$ cat src/core/asf_pkg.sv
// Constants and types shared by the status flag logic
package asf_pkg;
	localparam int unsigned   STAT_W       = 8;
	localparam int unsigned   DATA_W       = 24;
	localparam int unsigned   CHAN_W       = 4;
	localparam int unsigned   IDX_W        = 6;
	localparam int unsigned   SHIFT_W      = 32;
	localparam int unsigned   CNT_W        = 6;
	localparam logic [5:0]    IDX_STATUS   = 6'h00;
	localparam logic [5:0]    IDX_DATA     = 6'h04;
	localparam logic [7:0]    STATUS_RESET = 8'h80;
	localparam int unsigned   POS_RDY      = 7;
	localparam int unsigned   POS_ERR      = 6;
	localparam int unsigned   POS_CRC      = 5;
	localparam int unsigned   POS_REG      = 4;
	localparam int unsigned   POS_WEN      = 7;
	localparam int unsigned   POS_RW       = 6;
	localparam logic          RDY_RESET    = 1'h1;
	localparam logic [3:0]    CHAN_RESET   = 4'h0;
	localparam logic [23:0]   FS_POS       = 24'hffffff;
	localparam logic [23:0]   FS_NEG       = 24'h000000;
	localparam logic [23:0]   DATA_RESET   = 24'h000000;
	localparam logic [5:0]    LEN_STATUS   = 6'h08;
	localparam logic [5:0]    LEN_DATA     = 6'h18;
	localparam logic [5:0]    LEN_DATA_ST  = 6'h20;
	localparam logic [2:0]    CMD_LAST     = 3'h7;

	typedef enum logic [3:0] {
		ST_IDLE  = 4'b0001,
		ST_CMD   = 4'b0010,
		ST_SHIFT = 4'b0100,
		ST_SKIP  = 4'b1000
	} asf_state_type;
endpackage

$ cat src/core/asf_status_flags.sv
// Status register, ready indicator and serial read path of the converter
//
// Contract
// - 8-bit read-only status at index 0x00, reset value 0x80.
// - With append enabled, data register reads are followed by the status byte.
// - Chip select low and no read running: data-out carries the ready indicator.
// - A new conversion result clears the ready indicator to 0.
// - In calibration mode, a finished calibration clears the indicator instead.
// - A data register read sets the ready indicator back to 1, unless a clear lands in the same cycle.
// - Outside calibration mode, over/underrange sets the range error and clamps result to full scale.
// - Range error only changes on result writes, clearing once in range.
// - A register write failing its CRC sets the CRC error flag.
// - A status register read clears the CRC error flag, unless a failure lands in the same cycle.
// - While checking is enabled, a register mismatch sets the integrity flag.
// - The integrity flag clears only when checking is disabled.
// - Bits 3..0 hold the channel of the result in the data register.
// - Channel field is the plain binary channel register number.
// - Command byte: read/write bit plus 6-bit register index; 0 is status.
`timescale 1ns/10ps
module asf_status_flags (
	input  wire logic                        clk,
	input  wire logic                        rst_b,
	input  wire logic                        sclkPin,
	input  wire logic                        csPin_b,
	input  wire logic                        dinPin,
	output logic                             doutData_ff,
	output logic                             doutEn_ff,
	input  wire logic                        resultWrite,
	input  wire logic [asf_pkg::DATA_W-1:0]  rawResult,
	input  wire logic                        overRange,
	input  wire logic                        underRange,
	input  wire logic [asf_pkg::CHAN_W-1:0]  resultChannel,
	input  wire logic                        calMode,
	input  wire logic                        calDone,
	input  wire logic                        crcFail,
	input  wire logic                        appendStatus,
	input  wire logic                        regCheckEn,
	input  wire logic                        regMismatch,
	output logic [asf_pkg::STAT_W-1:0]       statusFlags_ff,
	output logic [asf_pkg::DATA_W-1:0]       dataReg_ff,
	output logic                             cmdValid_ff,
	output logic                             cmdRead_ff,
	output logic [asf_pkg::IDX_W-1:0]        reg_index_ff
);
	import asf_pkg::*;

	logic                 sclkS1_ff;
	logic                 sclkS2_ff;
	logic                 sclkS3_ff;
	logic                 csS1_ff;
	logic                 csS2_ff;
	logic                 dinS1_ff;
	logic                 dinS2_ff;
	logic                 sclkRise;
	logic                 sclkFall;
	logic                 csLow;
	asf_state_type        state_ff;
	asf_state_type        nxt_state;
	logic [2:0]           cmdCnt_ff;
	logic [6:0]           cmdShift_ff;
	logic [7:0]           cmdByte;
	logic                 cmdDone;
	logic                 cmdIsRead;
	logic                 statusRead;
	logic                 dataRead;
	logic                 skipRead_ff;
	logic [SHIFT_W-1:0]   shreg_ff;
	logic [CNT_W-1:0]     bitsLeft_ff;
	logic                 bitOut_ff;
	logic                 rdy_ff;
	logic                 rdyClr;
	logic                 errFlag_ff;
	logic                 crcErr_ff;
	logic                 regErr_ff;
	logic [CHAN_W-1:0]    chan_ff;
	logic [STAT_W-1:0]    statusNow;

	// Pin synchronisers; the second stage is looked at, and the serial clock also has a third for edge detection
	always_ff @(posedge clk or negedge rst_b) begin
		if (!rst_b) begin
			sclkS1_ff <= 1'b1;
			sclkS2_ff <= 1'b1;
			sclkS3_ff <= 1'b1;
			csS1_ff   <= 1'b1;
			csS2_ff   <= 1'b1;
			dinS1_ff  <= 1'b0;
			dinS2_ff  <= 1'b0;
		end else begin
			sclkS1_ff <= sclkPin;
			sclkS2_ff <= sclkS1_ff;
			sclkS3_ff <= sclkS2_ff;
			csS1_ff   <= csPin_b;
			csS2_ff   <= csS1_ff;
			dinS1_ff  <= dinPin;
			dinS2_ff  <= dinS1_ff;
		end
	end

	assign sclkRise = sclkS2_ff & ~sclkS3_ff;
	assign sclkFall = ~sclkS2_ff & sclkS3_ff;
	assign csLow    = ~csS2_ff;

	// Command byte decode on the eighth rising edge
	assign cmdByte    = {cmdShift_ff, dinS2_ff};
	assign cmdDone    = (state_ff == ST_CMD) && csLow && sclkRise && (cmdCnt_ff == CMD_LAST);
	assign cmdIsRead  = cmdByte[POS_RW];
	assign statusRead = cmdDone && !cmdByte[POS_WEN] && cmdIsRead
		&& (cmdByte[IDX_W-1:0] == IDX_STATUS);
	assign dataRead   = cmdDone && !cmdByte[POS_WEN] && cmdIsRead
		&& (cmdByte[IDX_W-1:0] == IDX_DATA);

	always_comb begin
		nxt_state = state_ff;
		unique case (state_ff)
			ST_IDLE: begin
				if (csLow) begin
					nxt_state = ST_CMD;
				end
			end
			ST_CMD: begin
				if (!csLow) begin
					nxt_state = ST_IDLE;
				end else if (cmdDone) begin
					// Foreign registers, writes and a high enable bit leave the frame to others
					if (statusRead || dataRead) begin
						nxt_state = ST_SHIFT;
					end else begin
						nxt_state = ST_SKIP;
					end
				end
			end
			ST_SHIFT: begin
				if (!csLow) begin
					nxt_state = ST_IDLE;
				end else if (sclkRise && (bitsLeft_ff == CNT_W'(1))) begin
					nxt_state = ST_CMD;
				end
			end
			ST_SKIP: begin
				if (!csLow) begin
					nxt_state = ST_IDLE;
				end
			end
		endcase
	end

	always_ff @(posedge clk or negedge rst_b) begin
		if (!rst_b) begin
			state_ff <= ST_IDLE;
		end else begin
			state_ff <= nxt_state;
		end
	end

	always_ff @(posedge clk or negedge rst_b) begin
		if (!rst_b) begin
			cmdCnt_ff   <= 3'h0;
			cmdShift_ff <= 7'h00;
		end else if (state_ff != ST_CMD || !csLow) begin
			cmdCnt_ff   <= 3'h0;
			cmdShift_ff <= 7'h00;
		end else if (sclkRise) begin
			cmdCnt_ff   <= cmdCnt_ff + 3'h1;
			cmdShift_ff <= cmdByte[6:0];
		end
	end

	always_ff @(posedge clk or negedge rst_b) begin
		if (!rst_b) begin
			skipRead_ff <= 1'b0;
		end else if (cmdDone) begin
			skipRead_ff <= cmdIsRead && !cmdByte[POS_WEN] && !statusRead && !dataRead;
		end else if (state_ff == ST_IDLE) begin
			skipRead_ff <= 1'b0;
		end
	end

	// Command hand-off to the rest of the register file
	always_ff @(posedge clk or negedge rst_b) begin
		if (!rst_b) begin
			cmdValid_ff  <= 1'b0;
			cmdRead_ff   <= 1'b0;
			reg_index_ff <= 6'h00;
		end else begin
			cmdValid_ff <= cmdDone && !cmdByte[POS_WEN];
			if (cmdDone) begin
				cmdRead_ff   <= cmdIsRead;
				reg_index_ff <= cmdByte[IDX_W-1:0];
			end
		end
	end

	// Reply shifter; status is captured before the read side effects land
	always_ff @(posedge clk or negedge rst_b) begin
		if (!rst_b) begin
			shreg_ff    <= 32'h00000000;
			bitsLeft_ff <= 6'h00;
			bitOut_ff   <= 1'b0;
		end else if (statusRead) begin
			shreg_ff    <= {statusNow, 24'h000000};
			bitsLeft_ff <= LEN_STATUS;
		end else if (dataRead) begin
			shreg_ff <= {dataReg_ff, statusNow};
			if (appendStatus) begin
				bitsLeft_ff <= LEN_DATA_ST;
			end else begin
				bitsLeft_ff <= LEN_DATA;
			end
		end else if (state_ff == ST_SHIFT) begin
			if (sclkFall) begin
				bitOut_ff <= shreg_ff[SHIFT_W-1];
				shreg_ff  <= {shreg_ff[SHIFT_W-2:0], 1'b0};
			end
			if (sclkRise) begin
				bitsLeft_ff <= bitsLeft_ff - CNT_W'(1);
			end
		end
	end

	// Data-out pin: reply bits during a read, else the ready indicator
	always_ff @(posedge clk or negedge rst_b) begin
		if (!rst_b) begin
			doutData_ff <= 1'b1;
			doutEn_ff   <= 1'b0;
		end else begin
			doutEn_ff <= csLow && !(state_ff == ST_SKIP && skipRead_ff);
			if (state_ff == ST_SHIFT) begin
				doutData_ff <= bitOut_ff;
			end else begin
				doutData_ff <= rdy_ff;
			end
		end
	end

	// Ready indicator; a clear (result, or calibration done in calibration mode) landing with a data read wins
	assign rdyClr = calMode ? calDone : resultWrite;

	always_ff @(posedge clk or negedge rst_b) begin
		if (!rst_b) begin
			rdy_ff <= RDY_RESET;
		end else if (rdyClr) begin
			rdy_ff <= 1'b0;
		end else if (dataRead) begin
			rdy_ff <= 1'b1;
		end
	end

	// Result capture, clamping, range error and channel
	always_ff @(posedge clk or negedge rst_b) begin
		if (!rst_b) begin
			dataReg_ff <= DATA_RESET;
			errFlag_ff <= 1'b0;
			chan_ff    <= CHAN_RESET;
		end else if (resultWrite && !calMode) begin
			errFlag_ff <= overRange || underRange;
			chan_ff    <= resultChannel;
			if (overRange) begin
				dataReg_ff <= FS_POS;
			end else if (underRange) begin
				dataReg_ff <= FS_NEG;
			end else begin
				dataReg_ff <= rawResult;
			end
		end
	end

	// Write CRC error; a new failure beats the clearing read
	always_ff @(posedge clk or negedge rst_b) begin
		if (!rst_b) begin
			crcErr_ff <= 1'b0;
		end else if (crcFail) begin
			crcErr_ff <= 1'b1;
		end else if (statusRead) begin
			crcErr_ff <= 1'b0;
		end
	end

	always_ff @(posedge clk or negedge rst_b) begin
		if (!rst_b) begin
			regErr_ff <= 1'b0;
		end else if (!regCheckEn) begin
			regErr_ff <= 1'b0;
		end else if (regMismatch) begin
			regErr_ff <= 1'b1;
		end
	end

	assign statusNow = {rdy_ff, errFlag_ff, crcErr_ff, regErr_ff, chan_ff};

	always_ff @(posedge clk or negedge rst_b) begin
		if (!rst_b) begin
			statusFlags_ff <= STATUS_RESET;
		end else begin
			statusFlags_ff <= statusNow;
		end
	end
endmodule

$ cat config.mk
export PLATFORM = sky130hd
export DESIGN_NAME = asf_status_flags
export DESIGN_NICKNAME = d
export VERILOG_FILES = /design/src/core/asf_pkg.sv /design/src/core/asf_status_flags.sv
export SDC_FILE = /design/constraint.sdc
export NUM_CORES = 1
export LEC_CHECK = 0
export ABC_AREA = 1
export BUFFER_PORTS_ARGS = -buffer_cell sky130_fd_sc_hd__buf_4
export CELL_PAD_IN_SITES_DETAIL_PLACEMENT = 2
export CELL_PAD_IN_SITES_GLOBAL_PLACEMENT = 2
export CORE_MARGIN = 8
export CORE_UTILIZATION = 34
export DETAILED_ROUTE_END_ITERATION = 12
export GPL_TIMING_DRIVEN = 0
export HOLD_SLACK_MARGIN = 0.08
export MAX_ROUTING_LAYER = met4
export PLACE_DENSITY = 0.85
export SLEW_MARGIN = 20
export SYNTH_ARGS = -nofsm -noshare
export SYNTH_HDL_FRONTEND = slang
export SYNTH_SLANG_ARGS = --single-unit
$ cat constraint.sdc
create_clock -name clk -period 2.25 [get_ports clk]
set_input_delay 0.1125 -clock clk [delete_from_list [all_inputs] [get_ports clk]]
set_output_delay 0.1125 -clock clk [all_outputs]
set_load 0.02 [all_outputs]
==> out/results.txt, run 1 <==
async set-reset flop share out of synthesis - 1.00
worst min path class - in2reg
antenna viol nets, final - 0
nets - 737
CTS root buf - clkbuf_16
fraction of layout cells with a size suffix above 1 - 0.204
Synth area leader - dfrtp_1
Yosys reg bits - 111
critical path endpoint category - flip-flop
post-route worst setup slack - 0.104 ns
htree depth - 3
critical path class - reg2reg
Mapped Area - 4920 µm²
WHS Path Cells - 4
Worst setup SP type - flip-flop
CTS sink count - 111
crit path time final - 2.15 ns
pre-CTS WS - 0.0839 ns
Detailed Route WL - 18,500 µm
syn_nets - 603
Worst-Margin Slew - 0.656 ns
HPWL Detailed - 12,000 µm
maxcap violations - 0
worst clock skew - 0.0120 ns
Finish-stage setup viols - 0
Leakage Power - 3.21 nW
gr usage total - 0.219
row count - 44
final instance area - 6480 µm²
synth warn - 0
most used flip-flop cell after synthesis - dfrtp_1
IO Port Bufs - 82
WP data required - 2.55 ns
largest net degree at the start of global routing - 78
sequential area share after synthesis - 0.567
crit path DAT - 2.44 ns
Num CTS Buffers - 9
Mapped Cells - 557
Final Hold Vio Count - 0
# DRC - 0
vias per cell - 5.16
number of flops mapped to enable cells by yosys - 0
vias in the first global route - 5,376
I/O pin cnt - 84
clk buf depth - 2
CTS tree - done
Die Y-Extent - 136 µm
initial DRC count - 230
DRT Pass-1 Iters - 4
Antenna diodes - 0
Unique masters post-synth - 34
critical-path maximum fanout - 10
P per Cell Area - 693 nW/µm²
worst vdd rail ir drop - 0.379 mV
most common cell in the synthesized netlist - nand2_1
vias - 4,540
Worst R2R Path Depth - 10
synth top area cells - dfrtp_1 52%, nand2_1 14%, dfstp_2 4.8%
GRT Residual Overflow - 0
drt wl/cell - 21.0 µm
worst skew pair latency - 0.37 ns
Core Region - 14,300 µm²
Slew headroom - 0.563
Synth top cells by count - 188 x nand2_1, 102 x dfrtp_1, 45 x inv_1, 36 x o21ai_0, 29 x a21oi_1
DP Area - 5800 µm²
initial core utilization - 0.344
Final Max Slew Viols - 0
Syn-to-layout area delta - 31.8%
chip width - 136 µm
period utilization - 0.954
status - finished, final reports clean
GPL Wtd Cong - 0.766
syn avg cell area - 8.83 µm²
fmax - 466 MHz
die area - 18,600 µm²
initial antenna violation count - 0
first-pass GRT wire length - 30,300 µm
Clk pin slew, worst setup/hold paths - 0.08 ns
share of the synthesized area in the top cell type - 0.519
RSZ-0062 raised after global routing - yes
[critical path, cell delays in order, from the launching register on]
cell	delay [ns]
dfrtp_1	0.41
ha_1	0.24
ha_1	0.27
inv_1	0.13
nor2_4	0.06
nand3_4	0.12
nand2_2	0.13
nor2_2	0.30
buf_6	0.21
nand2_1	0.11
nand2_1	0.10
[cells in the final DEF (no fill, tap or decap), types with 2 or more instances in the layout]
| master | Yosys | final |
|---|---|---|
| o21ai_1 | 4 | 4 |
| o22ai_1 | 8 | 8 |
| clkbuf_8 | 0 | 2 |
| nor3_1 | 2 | 2 |
| xor2_1 | 2 | 2 |
| inv_1 | 45 | 45 |
| nor3_2 | 2 | 2 |
| nor2_2 | 4 | 4 |
| a21oi_1 | 29 | 29 |
| dfrtp_1 | 102 | 102 |
| nand2_2 | 2 | 3 |
| a22o_1 | 2 | 2 |
| ha_1 | 4 | 4 |
| o21ai_0 | 36 | 36 |
| clkbuf_1 | 10 | 10 |
| inv_2 | 6 | 6 |
| nand4_1 | 11 | 11 |
| a22oi_1 | 17 | 17 |
| buf_4 | 2 | 83 |
| buf_2 | 7 | 7 |
| buf_6 | 5 | 6 |
| nand2_1 | 188 | 187 |
| dfstp_2 | 9 | 9 |
| dlygate4sd3_1 | 0 | 40 |
| nand3_1 | 21 | 21 |
| nor2_1 | 27 | 27 |
| clkbuf_16 | 0 | 9 |
| xnor2_1 | 3 | 3 |
[kinds of logic (layout without fill, tap and decap cells)]
family,count (synthesis),count (layout),share of synthesized area
flops,111,111,0.567
compound gates,100,100,0.119
fa+ha+maj,4,4,0.0102
xor+xnor,5,5,0.00890
buf+inv,76,214,0.0689
simple gates,261,261,0.226
[where the power goes]
| part | leakage (nW) | total (W) | internal, W | switching, W |
|---|---|---|---|---|
| Sequential | 1.36 | 0.00220 | 0.00211 | 0.0000897 |
| Combinational | 1.71 | 0.000700 | 0.000273 | 0.000426 |
| Clock | 0.138 | 0.00159 | 0.000812 | 0.000776 |
| Total | 3.21 | 0.00449 | 0.00320 | 0.00129 |
[state kept, by name, indices dropped and copies added (netlist names), 3 cells and up]
name / count
shreg_ff: 32
dataReg_ff: 24
statusFlags_ff: 8
cmdShift_ff: 7
bitsLeft_ff: 6
reg_index_ff: 6
chan_ff: 4
state_ff: 4
cmdCnt_ff: 3
[timing repair]
action	4_1_cts	5_1_grt
resized for setup	0	1
buffers inserted	0	0
setup endpoints to repair	0	6
endpoints found under the hold margin	144	0
hold buffers	40	0
[path summary, 6_finish.rpt]
| path | startpoint | end | slack, ns |
|---|---|---|---|
| setup / recovery | cmdCnt_ff[0]$_DFFE_PN0P_ | shreg_ff[28]$_DFFE_PN0P_ | 0.10 |
| hold / removal | underRange | dataReg_ff[0]$_DFFE_PN0P_ | 0.09 |
| setup reg to reg | cmdCnt_ff[0]$_DFFE_PN0P_ | shreg_ff[28]$_DFFE_PN0P_ | 0.10 |
| hold reg to reg | sclkS1_ff$_DFF_PN1_ | sclkS2_ff$_DFF_PN1_ | 0.36 |
| max in group asynchronous | rst_b | rdy_ff$_DFFE_PN1P_ | 1.33 |
| min in group asynchronous | rst_b | dinS1_ff$_DFF_PN0_ | 0.21 |
[layer usage]
layer / GRT usage / wire length, µm
met2: 0.390 / 10000
met1: 0.239 / 7510
met5: - / 0
met3: 0.0421 / 450
met4: 0.0750 / 485
[stage by stage]
step / hold WS, ns / utilization / setup TNS [ns] / instances / power (W)
after CTS: 0.0811 / 0.453 / 0 / 879 / 0.00450
after floorplan: -0.183 / - / 0 / 557 / 0.00252
after detailed placement: 0.0341 / 0.405 / 0 / 824 / 0.00286
after global routing: 0.0850 / 0.453 / -0.0507 / 879 / 0.00467
after global placement: 0.222 / 0.403 / 0 / 823 / 0.00281
final: 0.0852 / 0.453 / 0 / 879 / 0.00449
[final cells by class]
class	count	area (µm²)
plain buffers	24	144
flip-flops and latches	111	2790
fillers	1548	7830
clock inverters	4	30.0
clock buffers	11	253
inverters	52	195
well taps	184	230
repair buffers	123	1050
multi-input cells	370	1790
Note: power is estimated with default switching activity, not from simulation.
==> run 2, diff against run 1 <==
--- a/config.mk
+++ b/config.mk
@@ -9,6 +9,7 @@
 export BUFFER_PORTS_ARGS = -buffer_cell sky130_fd_sc_hd__buf_4
 export CELL_PAD_IN_SITES_DETAIL_PLACEMENT = 2
 export CELL_PAD_IN_SITES_GLOBAL_PLACEMENT = 2
+export CORE_ASPECT_RATIO = 0.8
 export CORE_MARGIN = 8
 export CORE_UTILIZATION = 34
 export DETAILED_ROUTE_END_ITERATION = 12
==> run 2 against run 1 <==
  * Setup slack got worse by 0.016 ns
  * Clock power barely moved
  * Clock skew rose by 0.0041 ns
  * Maximum frequency decreased by 0.72%
  * First-iteration DRC count up 2.6%
  * Register-to-register slack lost 0.02 ns
  * Sequential share of layout area down 0.26 points
  * Global-route usage up 1.6 points
  * Core utilization rose by 0.64 points
  * Final cell count up 0.46%
  * Critical endpoint is now shreg_ff[15]$_DFFE_PN0P_
  * Largest cell class unchanged
==> out/results.txt, run 2 (synthesis gave the netlist of run 1 again) <==
status - finished, final reports clean
Clk pin slew, worst setup/hold paths - 0.08 ns
GRT Residual Overflow - 0
Worst R2R Path Depth - 10
clk buf depth - 2
Worst-Margin Slew - 0.683 ns
CP Cell Sequence - nand2_1 > inv_2 > nand4_2 > nor2_4 > nand3_4 > nand2_2 > nor2_4 > buf_6 > nand2_1 > nand2_1
commonest non-fill, non-tap cell in the layout - nand2_1
Largest Register - shreg_ff
WP buf/inv - 2
crit path time final - 2.16 ns
Slew headroom - 0.545
Clk pwr share - 0.351
Detailed Route WL - 20,700 µm
Seq pwr share - 0.490
initial core utilization - 0.346
period utilization - 0.961
worst skew pair latency - 0.37 ns
largest net degree at the start of global routing - 65
internal power - 0.00318 W
CTS sink count - 111
initial antenna violation count - 0
chip width - 150 µm
drt wl/cell - 23.5 µm
first-pass GRT wire length - 32,300 µm
vias - 4,677
most frequent CP cell - nand2_1
crit path DAT - 2.42 ns
fraction of layout cells with a size suffix above 1 - 0.207
Syn-to-layout area delta - 32.6%
reg-to-reg startpoint - sclkS2_ff$_DFF_PN1_
IO Port Bufs - 82
worst clock skew - 0.0161 ns
Antenna diodes - 0
Die Y-Extent - 124 µm
Logic pwr share - 0.159
Final Total Pwr - 0.00451 W
row count - 39
setup slack, reg-to-reg - 0.09 ns
CTS tree - done
slowest CP cell - dfstp_2
Final Non-Filler Cells - 883
Finish-stage setup viols - 0
WP data required - 2.51 ns
Net Sw Frac - 0.294
critical path endpoint category - flip-flop
kind of cell adding the most delay to the critical path - simple AND/OR/NAND/NOR gates
# fillers - 1,517
Num CTS Buffers - 9
gr usage total - 0.234
worst vdd rail ir drop - 0.417 mV
Final Hold Vio Count - 0
htree depth - 3
# DRC - 0
Worst R2R End - shreg_ff[15]$_DFFE_PN0P_
Worst setup SP type - flip-flop
Final Max Slew Viols - 0
dpl cells - 824
area taken by multi-input logic gates - 1810 µm²
initial DRC count - 236
worst hold endpoint - dataReg_ff[18]$_DFFE_PN0P_
vias per cell - 5.30
max reg flops - 32
Largest regs - shreg_ff (32), dataReg_ff (24), statusFlags_ff (8)
nets - 740
net switching power - 0.00133 W
Core Region - 14,200 µm²
die area - 18,600 µm²
hold wc startpoint - resultWrite
fmax - 463 MHz
I/O pin cnt - 84
DRT Pass-1 Iters - 4
critical-path maximum fanout - 10
most frequent cells in the layout - 188 x nand2_1, 102 x dfrtp_1, 83 x buf_4
WHS Path Cells - 3
P per Cell Area - 691 nW/µm²
GPL Wtd Cong - 0.770
maxcap violations - 0
worst min path class - in2reg
Sequential Area - 2790 µm²
Leakage Power - 3.22 nW
antenna viol nets, final - 0
crit-path max cell delay - 0.56 ns
critical path class - reg2reg
CTS root buf - clkbuf_16
HPWL Detailed - 11,800 µm
vias in the first global route - 5,434
setup_tns - 0 ns
==> run 2: worst max-delay path by stage <==
stage / slack, ns / to / cells past startpoint / startpoint
after global routing: -0.02 / shreg_ff[12]$_DFFE_PN0P_ / 10 / sclkS2_ff$_DFF_PN1_
final: 0.09 / shreg_ff[15]$_DFFE_PN0P_ / 10 / sclkS2_ff$_DFF_PN1_
after detailed placement: 0.17 / shreg_ff[20]$_DFFE_PN0P_ / 9 / sclkS2_ff$_DFF_PN1_
after floorplan: 0.61 / shreg_ff[17]$_DFFE_PN0P_ / 10 / sclkS2_ff$_DFF_PN1_
after CTS: 0.14 / shreg_ff[20]$_DFFE_PN0P_ / 9 / sclkS2_ff$_DFF_PN1_
after global placement: 0.27 / dataReg_ff[15]$_DFFE_PN0P_ / 6 / calMode
==> run 2: cell type report <==
class / instances / area share
Tap cell: 184 / 0.0353
Multi-Input combinational cell: 370 / 0.277
Buffer: 24 / 0.0224
Inverter: 52 / 0.0299
Sequential cell: 111 / 0.428
Clock inverter: 4 / 0.00460
Clock buffer: 12 / 0.0378
Timing Repair Buffer: 126 / 0.165
==> run 2: per-stage QoR <==
stage,setup WS (ns),hold slack [ns],utilization,area [µm²]
finish,0.0878,0.163,0.459,6520
global route,-0.0160,0.168,0.459,6520
CTS,0.140,0.0830,0.457,6490
detailed placement,0.174,0.0856,0.408,5800
global placement,0.271,0.221,0.406,5770
floorplan,0.610,-0.183,-,4920
==> run 2: power by group through the flow <==
| stage | Clock (W) | Combinational (W) | Sequential, W |
|---|---|---|---|
| floorplan | 0 | 0.000225 | 0.00230 |
| global placement | 0 | 0.000588 | 0.00223 |
| detailed placement | 0 | 0.000627 | 0.00224 |
| CTS | 0.00158 | 0.000690 | 0.00220 |
| global route | 0.00167 | 0.000766 | 0.00222 |
| finish | 0.00158 | 0.000715 | 0.00221 |
==> run 2: worst reg2reg max path, stage by stage (launching register included) <==
cell     delay (ns)
dfstp_2        0.56
nand2_1        0.17
inv_2          0.14
nand4_2        0.17
nor2_4         0.16
nand3_4        0.17
nand2_2        0.21
nor2_4         0.09
buf_6          0.18
nand2_1        0.11
nand2_1        0.09
==> run 2: per-layer routing <==
layer  share of wire  GRT usage  wire (µm)  vias up
met1            0.43      0.275       8820     2444
met3           0.032     0.0432        669       42
met4           0.026     0.0810        537        0
met2            0.52      0.400      10700      115
met5               0          -          0        -
li1                -          -          -     2076
==> run 2: what timing repair did <==
item                                   CTS  global route
endpoints found under the hold margin   81             1
setup endpoints to repair                0            30
gates resized for setup                  0            10
buffers inserted                         0             0
hold buffers                            42             1
